File: src/verilog/slot_cfg_pkg.sv
// Purpose: constants for the channel 3..5 slot configuration bank
// Assumes: AXI4-Lite bus with 32-bit data, one register per aligned word
// Notes: printed offsets are word indices; byte address is four times the index
package slot_cfg_pkg;
    localparam int NUM_CHAN = 3;
    localparam int CFG_W = 7;
    // printed register indices
    localparam logic [5:0] CH3_INDEX = 6'h0d;
    localparam logic [5:0] CH4_INDEX = 6'h0e;
    localparam logic [5:0] CH5_INDEX = 6'h0f;
    // field positions
    localparam int LINE_SEL_BIT = 6;
    localparam int SLOT_MSB = 5;
    localparam int PHASE_BIT = 5;
    localparam int SLOT_W = 6;
    localparam int PHASE_SLOT_W = 5;
    // reset values, channel 3 in the low entry
    localparam logic [6:0] CH3_RESET = 7'h02;
    localparam logic [6:0] CH4_RESET = 7'h03;
    localparam logic [6:0] CH5_RESET = 7'h04;
    localparam logic [2:0][6:0] CFG_RESET = {CH5_RESET, CH4_RESET, CH3_RESET};
    // bus answers, and the select value for no register
    localparam logic [1:0] RESP_OKAY = 2'h0;
    localparam logic [1:0] RESP_SLVERR = 2'h2;
    localparam logic [1:0] SEL_NONE = 2'h3;
endpackage

File: src/verilog/slot_cfg_if.sv
// Purpose: carries one channel's stored fields to its slot decoder and back
// Assumes: single clock domain
// Notes: decoded fields are registered inside the decoder
`timescale 1ns/1ns
interface slot_cfg_if;
    logic [6:0] cfg;
    logic line_sel;
    logic [5:0] frame_slot;
    logic right_phase;
    logic [4:0] phase_slot;
    modport bank (output cfg, input line_sel, frame_slot, right_phase, phase_slot);
    modport dec (input cfg, output line_sel, frame_slot, right_phase, phase_slot);
endinterface

File: src/verilog/slot_cfg_bank.sv
// Purpose: AXI4-Lite register bank placing recorded channels 3..5 on the serial port
// Assumes: one write and one read outstanding at most, per AXI4-Lite
// Notes: registers sit at byte address 4 * index; bit 7 reads zero
//
// Functional notes
// - bit 6 picks primary or secondary line
// - codes 0-31: frame slot n, left n
// - codes 32-63: frame slot n, right n-32
// - channel 3 resets to slot 2, primary
// - channel 4 resets to slot 3, primary
// - channel 5 resets to slot 4, primary
//
// The AXI4-Lite interface to the registers was left to the implementer.
`timescale 1ns/1ns
module slot_cfg_bank
    import slot_cfg_pkg::*;
#(
    parameter int ADDR_W = 8
) (
    // clock and reset
    input wire logic clk,
    input wire logic resetn,
    // write address and data
    input wire logic [ADDR_W-1:0] s_axi_awaddr,
    input wire logic s_axi_awvalid,
    output logic s_axi_awready,
    input wire logic [31:0] s_axi_wdata,
    input wire logic [3:0] s_axi_wstrb,
    input wire logic s_axi_wvalid,
    output logic s_axi_wready,
    // write response
    output logic [1:0] s_axi_bresp,
    output logic s_axi_bvalid,
    input wire logic s_axi_bready,
    // read
    input wire logic [ADDR_W-1:0] s_axi_araddr,
    input wire logic s_axi_arvalid,
    output logic s_axi_arready,
    output logic [31:0] s_axi_rdata,
    output logic [1:0] s_axi_rresp,
    output logic s_axi_rvalid,
    input wire logic s_axi_rready,
    // placement per channel, index 0 is channel 3
    output logic [2:0] chan_line_select,
    output logic [2:0][5:0] chan_slot_code,
    output logic [2:0] chan_right_phase,
    output logic [2:0][4:0] chan_phase_slot
);
    if (ADDR_W < 6) begin : g_bad_width
        $error("ADDR_W must reach the highest register");
    end

    typedef struct packed {
        logic aw_held;
        logic [ADDR_W-1:0] aw_addr;
        logic w_held;
        logic [6:0] w_data;
        logic w_lane0;
        logic bvalid;
        logic [1:0] bresp;
        logic rvalid;
        logic [6:0] rdata;
        logic [1:0] rresp;
        logic [2:0][6:0] cfg;
    } bank_state_t;

    bank_state_t st;
    bank_state_t next_st;
    logic [1:0] wsel;
    logic [1:0] rsel;

    // shared by the write and read paths; low two address bits ignored
    function automatic logic [1:0] reg_select(input logic [ADDR_W-1:0] addr);
        logic [ADDR_W-3:0] idx;
        idx = addr[ADDR_W-1:2];
        if (idx == (ADDR_W-2)'(CH3_INDEX)) begin
            return 2'h0;
        end else if (idx == (ADDR_W-2)'(CH4_INDEX)) begin
            return 2'h1;
        end else if (idx == (ADDR_W-2)'(CH5_INDEX)) begin
            return 2'h2;
        end
        return SEL_NONE;
    endfunction

    // no new write is taken until its response has been accepted
    assign s_axi_awready = !st.aw_held && !st.bvalid;
    assign s_axi_wready = !st.w_held && !st.bvalid;
    // a read stalls one cycle behind its own answer; cheaper than a skid buffer
    assign s_axi_arready = !st.rvalid;
    assign wsel = reg_select(st.aw_addr);
    assign rsel = reg_select(s_axi_araddr);

    always_comb begin
        next_st = st;
        // address and data may come in either order, so each is held
        if (s_axi_awvalid && s_axi_awready) begin
            next_st.aw_held = 1'b1;
            next_st.aw_addr = s_axi_awaddr;
        end
        if (s_axi_wvalid && s_axi_wready) begin
            next_st.w_held = 1'b1;
            // bit 7 is dropped here, so it never reaches storage
            next_st.w_data = s_axi_wdata[6:0];
            next_st.w_lane0 = s_axi_wstrb[0];
        end
        if (st.aw_held && st.w_held) begin
            next_st.aw_held = 1'b0;
            next_st.w_held = 1'b0;
            next_st.bvalid = 1'b1;
            next_st.bresp = (wsel == SEL_NONE) ? RESP_SLVERR : RESP_OKAY;
            if (wsel != SEL_NONE && st.w_lane0) begin
                next_st.cfg[wsel] = st.w_data;
            end
        end
        if (st.bvalid && s_axi_bready) begin
            next_st.bvalid = 1'b0;
        end
        // unmapped reads answer zero with an error response
        if (s_axi_arvalid && s_axi_arready) begin
            next_st.rvalid = 1'b1;
            next_st.rdata = (rsel == SEL_NONE) ? 7'h00 : st.cfg[rsel];
            next_st.rresp = (rsel == SEL_NONE) ? RESP_SLVERR : RESP_OKAY;
        end else if (st.rvalid && s_axi_rready) begin
            next_st.rvalid = 1'b0;
        end
    end

    // decoders reset to zero, so placement shows zero until one clock after release
    always_ff @(posedge clk) begin
        if (!resetn) begin
            st <= '0;
            st.cfg <= CFG_RESET;
        end else begin
            st <= next_st;
        end
    end

    assign s_axi_bvalid = st.bvalid;
    assign s_axi_bresp = st.bresp;
    assign s_axi_rvalid = st.rvalid;
    assign s_axi_rresp = st.rresp;
    assign s_axi_rdata = {25'h0, st.rdata};

    // one decoder per channel, index 0 is channel 3
    for (genvar c = 0; c < NUM_CHAN; c++) begin : g_chan
        slot_cfg_if sc ();
        assign sc.cfg = st.cfg[c];
        slot_decoder u_dec (
            .clk(clk),
            .resetn(resetn),
            .sc(sc)
        );
        assign chan_line_select[c] = sc.line_sel;
        assign chan_slot_code[c] = sc.frame_slot;
        assign chan_right_phase[c] = sc.right_phase;
        assign chan_phase_slot[c] = sc.phase_slot;

    end
endmodule

File: src/verilog/slot_decoder.sv
// Purpose: decodes one channel's line select and slot code into placement
// Assumes: cfg is stable register output of the bank
// Notes: outputs lag the stored fields by one clock
`timescale 1ns/1ns
module slot_decoder
    import slot_cfg_pkg::*;
(
    // clock and reset
    input wire logic clk,
    input wire logic resetn,
    // configuration and decoded placement
    slot_cfg_if.dec sc
);
    typedef struct packed {
        logic line_sel;
        logic [5:0] frame_slot;
        logic right_phase;
        logic [4:0] phase_slot;
    } dec_state_t;

    dec_state_t st;
    dec_state_t next_st;

    always_comb begin
        next_st = st;
        next_st.line_sel = sc.cfg[LINE_SEL_BIT];
        next_st.frame_slot = sc.cfg[SLOT_MSB:0];
        // upper half of the code space is the right phase, n minus 32
        next_st.right_phase = sc.cfg[PHASE_BIT];
        next_st.phase_slot = sc.cfg[PHASE_SLOT_W-1:0];
    end

    always_ff @(posedge clk) begin
        if (!resetn) begin
            st <= '0;
        end else begin
            st <= next_st;
        end
    end

    assign sc.line_sel = st.line_sel;
    assign sc.frame_slot = st.frame_slot;
    assign sc.right_phase = st.right_phase;
    assign sc.phase_slot = st.phase_slot;
endmodule
File: config.mk
export PLATFORM = sky130hd
export DESIGN_NAME = slot_cfg_bank
export DESIGN_NICKNAME = d
export VERILOG_FILES = /design/src/verilog/slot_cfg_pkg.sv /design/src/verilog/slot_cfg_if.sv /design/src/verilog/slot_cfg_bank.sv /design/src/verilog/slot_decoder.sv
export SDC_FILE = /design/constraint.sdc
export NUM_CORES = 1
export LEC_CHECK = 0
export ABC_AREA = 1
export BUFFER_PORTS_ARGS = -buffer_cell sky130_fd_sc_hd__buf_4
export CORE_MARGIN = 4
export CORE_UTILIZATION = 40
export DETAILED_ROUTE_END_ITERATION = 16
export PLACE_DENSITY = 0.74
export SLEW_MARGIN = 20
export SYNTH_ARGS = -nofsm -noshare
export SYNTH_HDL_FRONTEND = slang
export SYNTH_SLANG_ARGS = --single-unit
File: constraint.sdc
create_clock -name clk -period 4.2 [get_ports clk]
set_clock_uncertainty 0.15 [all_clocks]
set_input_delay 0.21 -clock clk [delete_from_list [all_inputs] [get_ports clk]]
set_output_delay 0.21 -clock clk [all_outputs]
set_load 0.005 [all_outputs]
After elaboration in Yosys (flattened, before gate mapping)
Cells that the tools add are included.

storage, ports and cells
  register bits = 91
  input port bits = 59
  output and inout port bits = 80
  logic and storage cells = 80

operators by class
  $lt $le $gt $ge = 3
  equality and inequality tests = 9
  mux-type cells = 24
  bitwise logic cells = 1
  reduce and logical (&&, ||, !) cells = 18

operators with widths
  cell                                                                    number
  6-bit by 4-bit == test with 1-bit output (second input constant)        6
  21-bit bitwise mux                                                      1
  7-bit two-way mux                                                       3
  2-bit two-way mux                                                       10
  7-bit binary-select mux with 2-bit select                               1
  7-bit demux with 2-bit select                                           1
  1-bit logical AND                                                       10
  1-bit two-way mux                                                       8
  2-bit by 3-bit < comparator with 1-bit output (second input constant)   2
  2-bit == test (second input constant)                                   2
  1-bit zero test                                                         4
  2-bit OR reduction                                                      2
  2-bit by 1-bit >= comparator with 1-bit output (second input constant)  1
  2-bit inequality test (second input constant)                           1
  2-bit AND reduction                                                     1
  2-bit nonzero test                                                      1
  1-bit inverter                                                          1

Longest topological paths before layout
  depth in word-level cells = 10
  mapped depth = 9
  mapped depth without buffers = 8

Modules after synthesis
From an unflattened synthesis, not the netlist that was laid out.

second synthesis, totals
  cell total of the unflattened synthesis = 406
  area, all modules = 3098.0 um2

by module, submodules not included
  module         times used  cells each  area an instance (um2)  seq. area each (um2)
  slot_cfg_bank  1           325         2384.8                  960.9
  slot_decoder   3           27          237.7                   140.1

Least setup slack after synthesis
OpenSTA, ideal clock, no wires.

  path type = reg2reg
  from = reg st[47] (netlist bit)
  to = reg g_chan[1].sc.cfg[2] (netlist name)
  setup time = 110 ps
  arrival time = 1059 ps
  data required time = 3940 ps
  path slack = 2881 ps
  cell stages (with the launch flop) = 8
  buffers on the path = 0
  period minus slack after synthesis = 1319 ps
  cells stage by stage = dfxtp_1 > nand2_1 > inv_1 > o211ai_1 > nor2_1 > nand4_1 > nand2_1 > nor2_1

on the way
  cells in the longest elaborated chain, start to end = 10
  elaborated cells on any way between the ends = 18
  those cells by class = order compare: 2; eq/ne: 4; mux: 9; reduce/logical: 3

ends and longest elaborated chain
  what                                                                                                                                   line                  RTL
  start, declared                                                                                                                        slot_cfg_bank.sv:67   bank_state_t st;
  start signal, assigned                                                                                                                 slot_cfg_bank.sv:135  st <= next_st;
  6-bit by 4-bit == test with 1-bit output                                                                                               slot_cfg_bank.sv:80   end else if (idx == (ADDR_W-2)'(CH5_INDEX)) begin
  1-bit two-way mux                                                                                                                      slot_cfg_bank.sv:80
  1-bit two-way mux                                                                                                                      slot_cfg_bank.sv:78   end else if (idx == (ADDR_W-2)'(CH4_INDEX)) begin
  1-bit two-way mux                                                                                                                      slot_cfg_bank.sv:76   if (idx == (ADDR_W-2)'(CH3_INDEX)) begin
  2-bit two-way mux (*)                                                                                                                  slot_cfg_bank.sv:83   return SEL_NONE;
  2-bit by 3-bit < comparator with 1-bit output (not written as such) or 2-bit by 1-bit >= comparator with 1-bit output (tied branches)  slot_cfg_bank.sv:113  next_st.cfg[wsel] = st.w_data;
  1-bit logical AND (not written as such)                                                                                                slot_cfg_bank.sv:113
  7-bit two-way mux (not written as such)                                                                                                slot_cfg_bank.sv:113
  7-bit demux with 2-bit select                                                                                                          slot_cfg_bank.sv:113
  21-bit bitwise mux                                                                                                                     slot_cfg_bank.sv:113

Mark *: on every way between the ends. The rest lies on a longest branch, timed or not.
A chain may end at the register's enable or synchronous reset.

Worst setup path after layout
  from = reg st[42] (netlist bit)
  to = reg g_chan[2].sc.cfg[1] (netlist name)

on the way
  cells in the longest elaborated chain, start to end = 2

ends and longest elaborated chain
  what                                  line                  RTL
  1-bit logical AND                     slot_cfg_bank.sv:107  if (st.aw_held && st.w_held) begin
  2-bit AND reduction (no source line)  -

Every way passes these cells.

==> flow_metrics.py <==
metrics = {
    "power": {
        "power.internal_mw": 1.06,
        "combPwrFrac": 0.092,
        "pwr-share-clk": 0.403,
        "seq_power_share": 0.505,
        "vdd_drop_max_mv": 0.161,
        "swShare": 0.240,
        "power_switching_uw": 334,
        "cellPowerDensity_nw_per_um2": 374,
        "p_leak_nw": 1.92,
    },
    "setup_path": {
        "worstSetupPathType": "reg2reg",
        "cp-end-kind": "register",
        "crit_path_max_fanout": 11,
        "worst-path-buf-inv": 2,
        "crit_arrival_ps": 1890,
        "required_ps": 4320,
        "cp_cell_sequence": "nand2_1, inv_1, nand4_2, clkinv_2, nand2_1, a21oi_1",
        "slowest_delay_ps": 360,
        "slowest_stage": "dfxtp_1",
        "critical-path-top-delay-family": "buffers and inverters",
        "reg2reg_slack_ps": 2420,
        "cp.depth": 6,
        "worstReg2RegEnd": "g_chan[2].sc.cfg[1]$_SDFFE_PN0P_",
        "r2r_cells": 6,
        "r2r_start": "st[42]$_SDFFE_PP0P_",
        "cp_common_cell": "nand2_1",
        "startpoint_type": "register",
    },
    "yosys": {
        "synth-seq-area-share": 0.445,
        "yosys.area.top_type_share": 0.445,
        "synth_seq_cells": 69,
        "synthTopCellsByArea": "dfxtp_1 (45%), buf_4 (15%), nand2_1 (12%)",
        "syn_area_per_cell_sq_um": 7.55,
        "yosysWarningCount": 0,
        "syn-cell-area_sq_um": 3100,
        "ys_types": 23,
        "synth_largest_area_cell": "dfxtp_1",
        "netlist_instances": 411,
    },
    "sta": {
        "rsz0062_at_grt": "false",
        "slew_violations": 0,
        "fin_crit_ps": 1780,
        "max_freq_ghz": 0.562,
        "fin_crit_sh": 0.424,
        "tightest_slew_ps": 656,
        "finalSetupTns_ps": 0,
        "max-slew-margin-rel": 0.562,
        "setup_violations": 0,
        "hold_viol": 0,
    },
    "clocking": {
        "numCtsBuffers": 9,
        "ctsHtreeMaxLevel": 3,
        "clock_path_buffers": 2,
        "cts_tree": "done",
        "postCtsSetupBuffers": 0,
        "cts.sinks": 69,
        "clk-insertion-delay-late_ps": 340,
        "cts-root-buf": "clkbuf_8",
        "clk_transition_reported_paths_ps": 70,
    },
    "die": {
        "ios": 139,
        "start_util": 0.419,
        "dieArea_sq_um": 9230,
        "die_h_um": 96.1,
        "core_sq_um": 7410,
        "die_w_um": 96.1,
        "num_rows": 31,
    },
    "global_route": {
        "grt_pass1_vias": 2254,
        "grt_usage": 0.147,
        "grt_max_degree": 57,
        "grt-ovfl-total": 0,
        "grt_pass1_wl_mm": 10.3,
        "antenna_found_initial": 0,
    },
    "finish": {
        "syn_to_final_growth_pct": 20.0,
        "drive_above_1_share": 0.228,
        "layout.nets": 524,
        "antenna_cells": 0,
        "final_cell_area_sq_um": 3720,
    },
    "route": {
        "wl_per_cell_um": 11.4,
        "drt_iter0_markers": 117,
        "via_per_inst": 4.41,
        "drc_errors": 0,
        "drtAntennaViolNets": 0,
        "routed_wl_mm": 6.46,
        "vias": 2511,
        "first_pass_iters": 4,
    },
    "min_path": {
        "hp-start": "s_axi_wdata[6]",
        "worst_hold_path_type": "in2reg",
        "holdPathStages": 3,
        "whs_endpoint": "st[41]$_SDFFE_PN0P_",
    },
    "run": {
        "drv_cap": 0,
    },
    "placed_design": {
        "io_buffers": 79,
        "hpwl_mm": 4.78,
        "place_congestion": 0.852,
        "placed_area_sq_um": 3400,
    },
    "status": {
        "status": "completed",
    },
}
-- per-layer routing --
layer	vias up	track usage	wire length (um)
met5	-	0	0
met4	0	0.0758	150
met3	11	0.0422	549
met2	98	0.233	2920
met1	1096	0.182	2850
li1	1306	-	-
-- registers in the layout, summed over array words and instances, names as in the netlist, 3 cells and up --
name	count
s_axi_rdata	7
g_chan.u_dec.sc.right_phase	3
g_chan.u_dec.sc.phase_slot	12
g_chan.u_dec.sc.frame_slot	3
g_chan.u_dec.sc.line_sel	3
st	16
g_chan.sc.cfg	21
-- synth_stat cells --
cell      number
clkbuf_1       7
inv_2          1
nand3_1        3
nand4_1       13
conb_1         1
nor2_1        32
a21oi_1       27
nand3_4        1
o211ai_1       3
a211oi_1       1
clkinv_2       2
nand2_1      100
o21ai_0       30
o21a_1         1
nor2_2         3
buf_2          3
nand3_2        1
inv_1         46
nand4_4        1
nand4_2        1
nor2_4         2
buf_4         63
dfxtp_1       69
-- timing repair --
action | in CTS | in global routing
endpoints found under the hold margin | 11 | 0
gates resized for setup | 0 | 0
hold buffers | 11 | 0
-- cell usage in the layout (no fill, tap or decap), types with 2 or more instances in the layout --
cell type and count:
nor2_2 3, nand4_1 13, nand3_1 3, inv_1 46, clkbuf_8 12, dfxtp_1 69, nor2_4 2, nand2_1 100
a21oi_1 27, buf_4 79, dlygate4sd3_1 11, clkinv_2 5, conb_1 27, o211ai_1 3, o21ai_0 30, nor2_1 32
-- cell type report --
| cell class | count | area, sq um |
|---|---|---|
| fill | 739 | 3680 |
| timing repair buffer | 90 | 703 |
| tap | 99 | 124 |
| clock buffer | 12 | 165 |
| multi-input combinational | 246 | 1120 |
| clock inverter | 4 | 45.0 |
| inverter | 49 | 186 |
| sequential | 69 | 1380 |
-- metrics by stage --
step	setup WS (ps)	hold slack [ps]	utilization	power, mW	cells
after detailed placement	2430	250	0.459	0.838	542
after global routing	2230	20.8	0.503	1.46	569
after global placement	2470	245	0.459	0.835	542
after CTS	2400	0.601	0.503	1.40	569
final	2420	8.58	0.503	1.39	569
after floorplan	2880	159	-	0.813	437
-- worst register-to-register path, stage by stage (launching register included) --
cell and delay, ps:
dfxtp_1 360, nand2_1 110, inv_1 350, nand4_2 340
clkinv_2 190, nand2_1 80, a21oi_1 120
-- how the worst max path moves through the flow --
stage,from,to
4_1_cts,st[51]$_SDFFE_PP0P_,g_chan[2].sc.cfg[3]$_SDFFE_PN0P_
3_3_place_gp,st[51]$_SDFFE_PP0P_,g_chan[2].sc.cfg[1]$_SDFFE_PN0P_
5_1_grt,st[51]$_SDFFE_PP0P_,g_chan[2].sc.cfg[1]$_SDFFE_PN0P_
3_5_place_dp,st[51]$_SDFFE_PP0P_,g_chan[2].sc.cfg[6]$_SDFFE_PN0P_
6_report,st[42]$_SDFFE_PP0P_,g_chan[2].sc.cfg[1]$_SDFFE_PN0P_
2_1_floorplan,st[47]$_SDFFE_PN0P_,g_chan[1].sc.cfg[2]$_SDFFE_PN0P_
-- logic make-up (layout without fill, tap and decap cells) --
| group | count (synthesis) | after routing | share of synthesized area |
|---|---|---|---|
| other | 1 | 27 | 0.00121 |
| buffers and inverters | 122 | 155 | 0.226 |
| AND/OR/NAND/NOR | 157 | 157 | 0.224 |
| AO/OA/AOI/OAI | 62 | 62 | 0.104 |
| flip-flops | 69 | 69 | 0.445 |
-- power groups by stage --
stage | sequential, mW | clock (mW) | combinational [mW]
4_1_cts | 0.703 | 0.572 | 0.129
3_3_place_gp | 0.717 | 0 | 0.118
2_1_floorplan | 0.709 | 0 | 0.104
3_5_place_dp | 0.717 | 0 | 0.121
6_report | 0.703 | 0.561 | 0.129
5_1_grt | 0.706 | 0.606 | 0.147
Note: power is estimated with default switching activity, not from simulation.
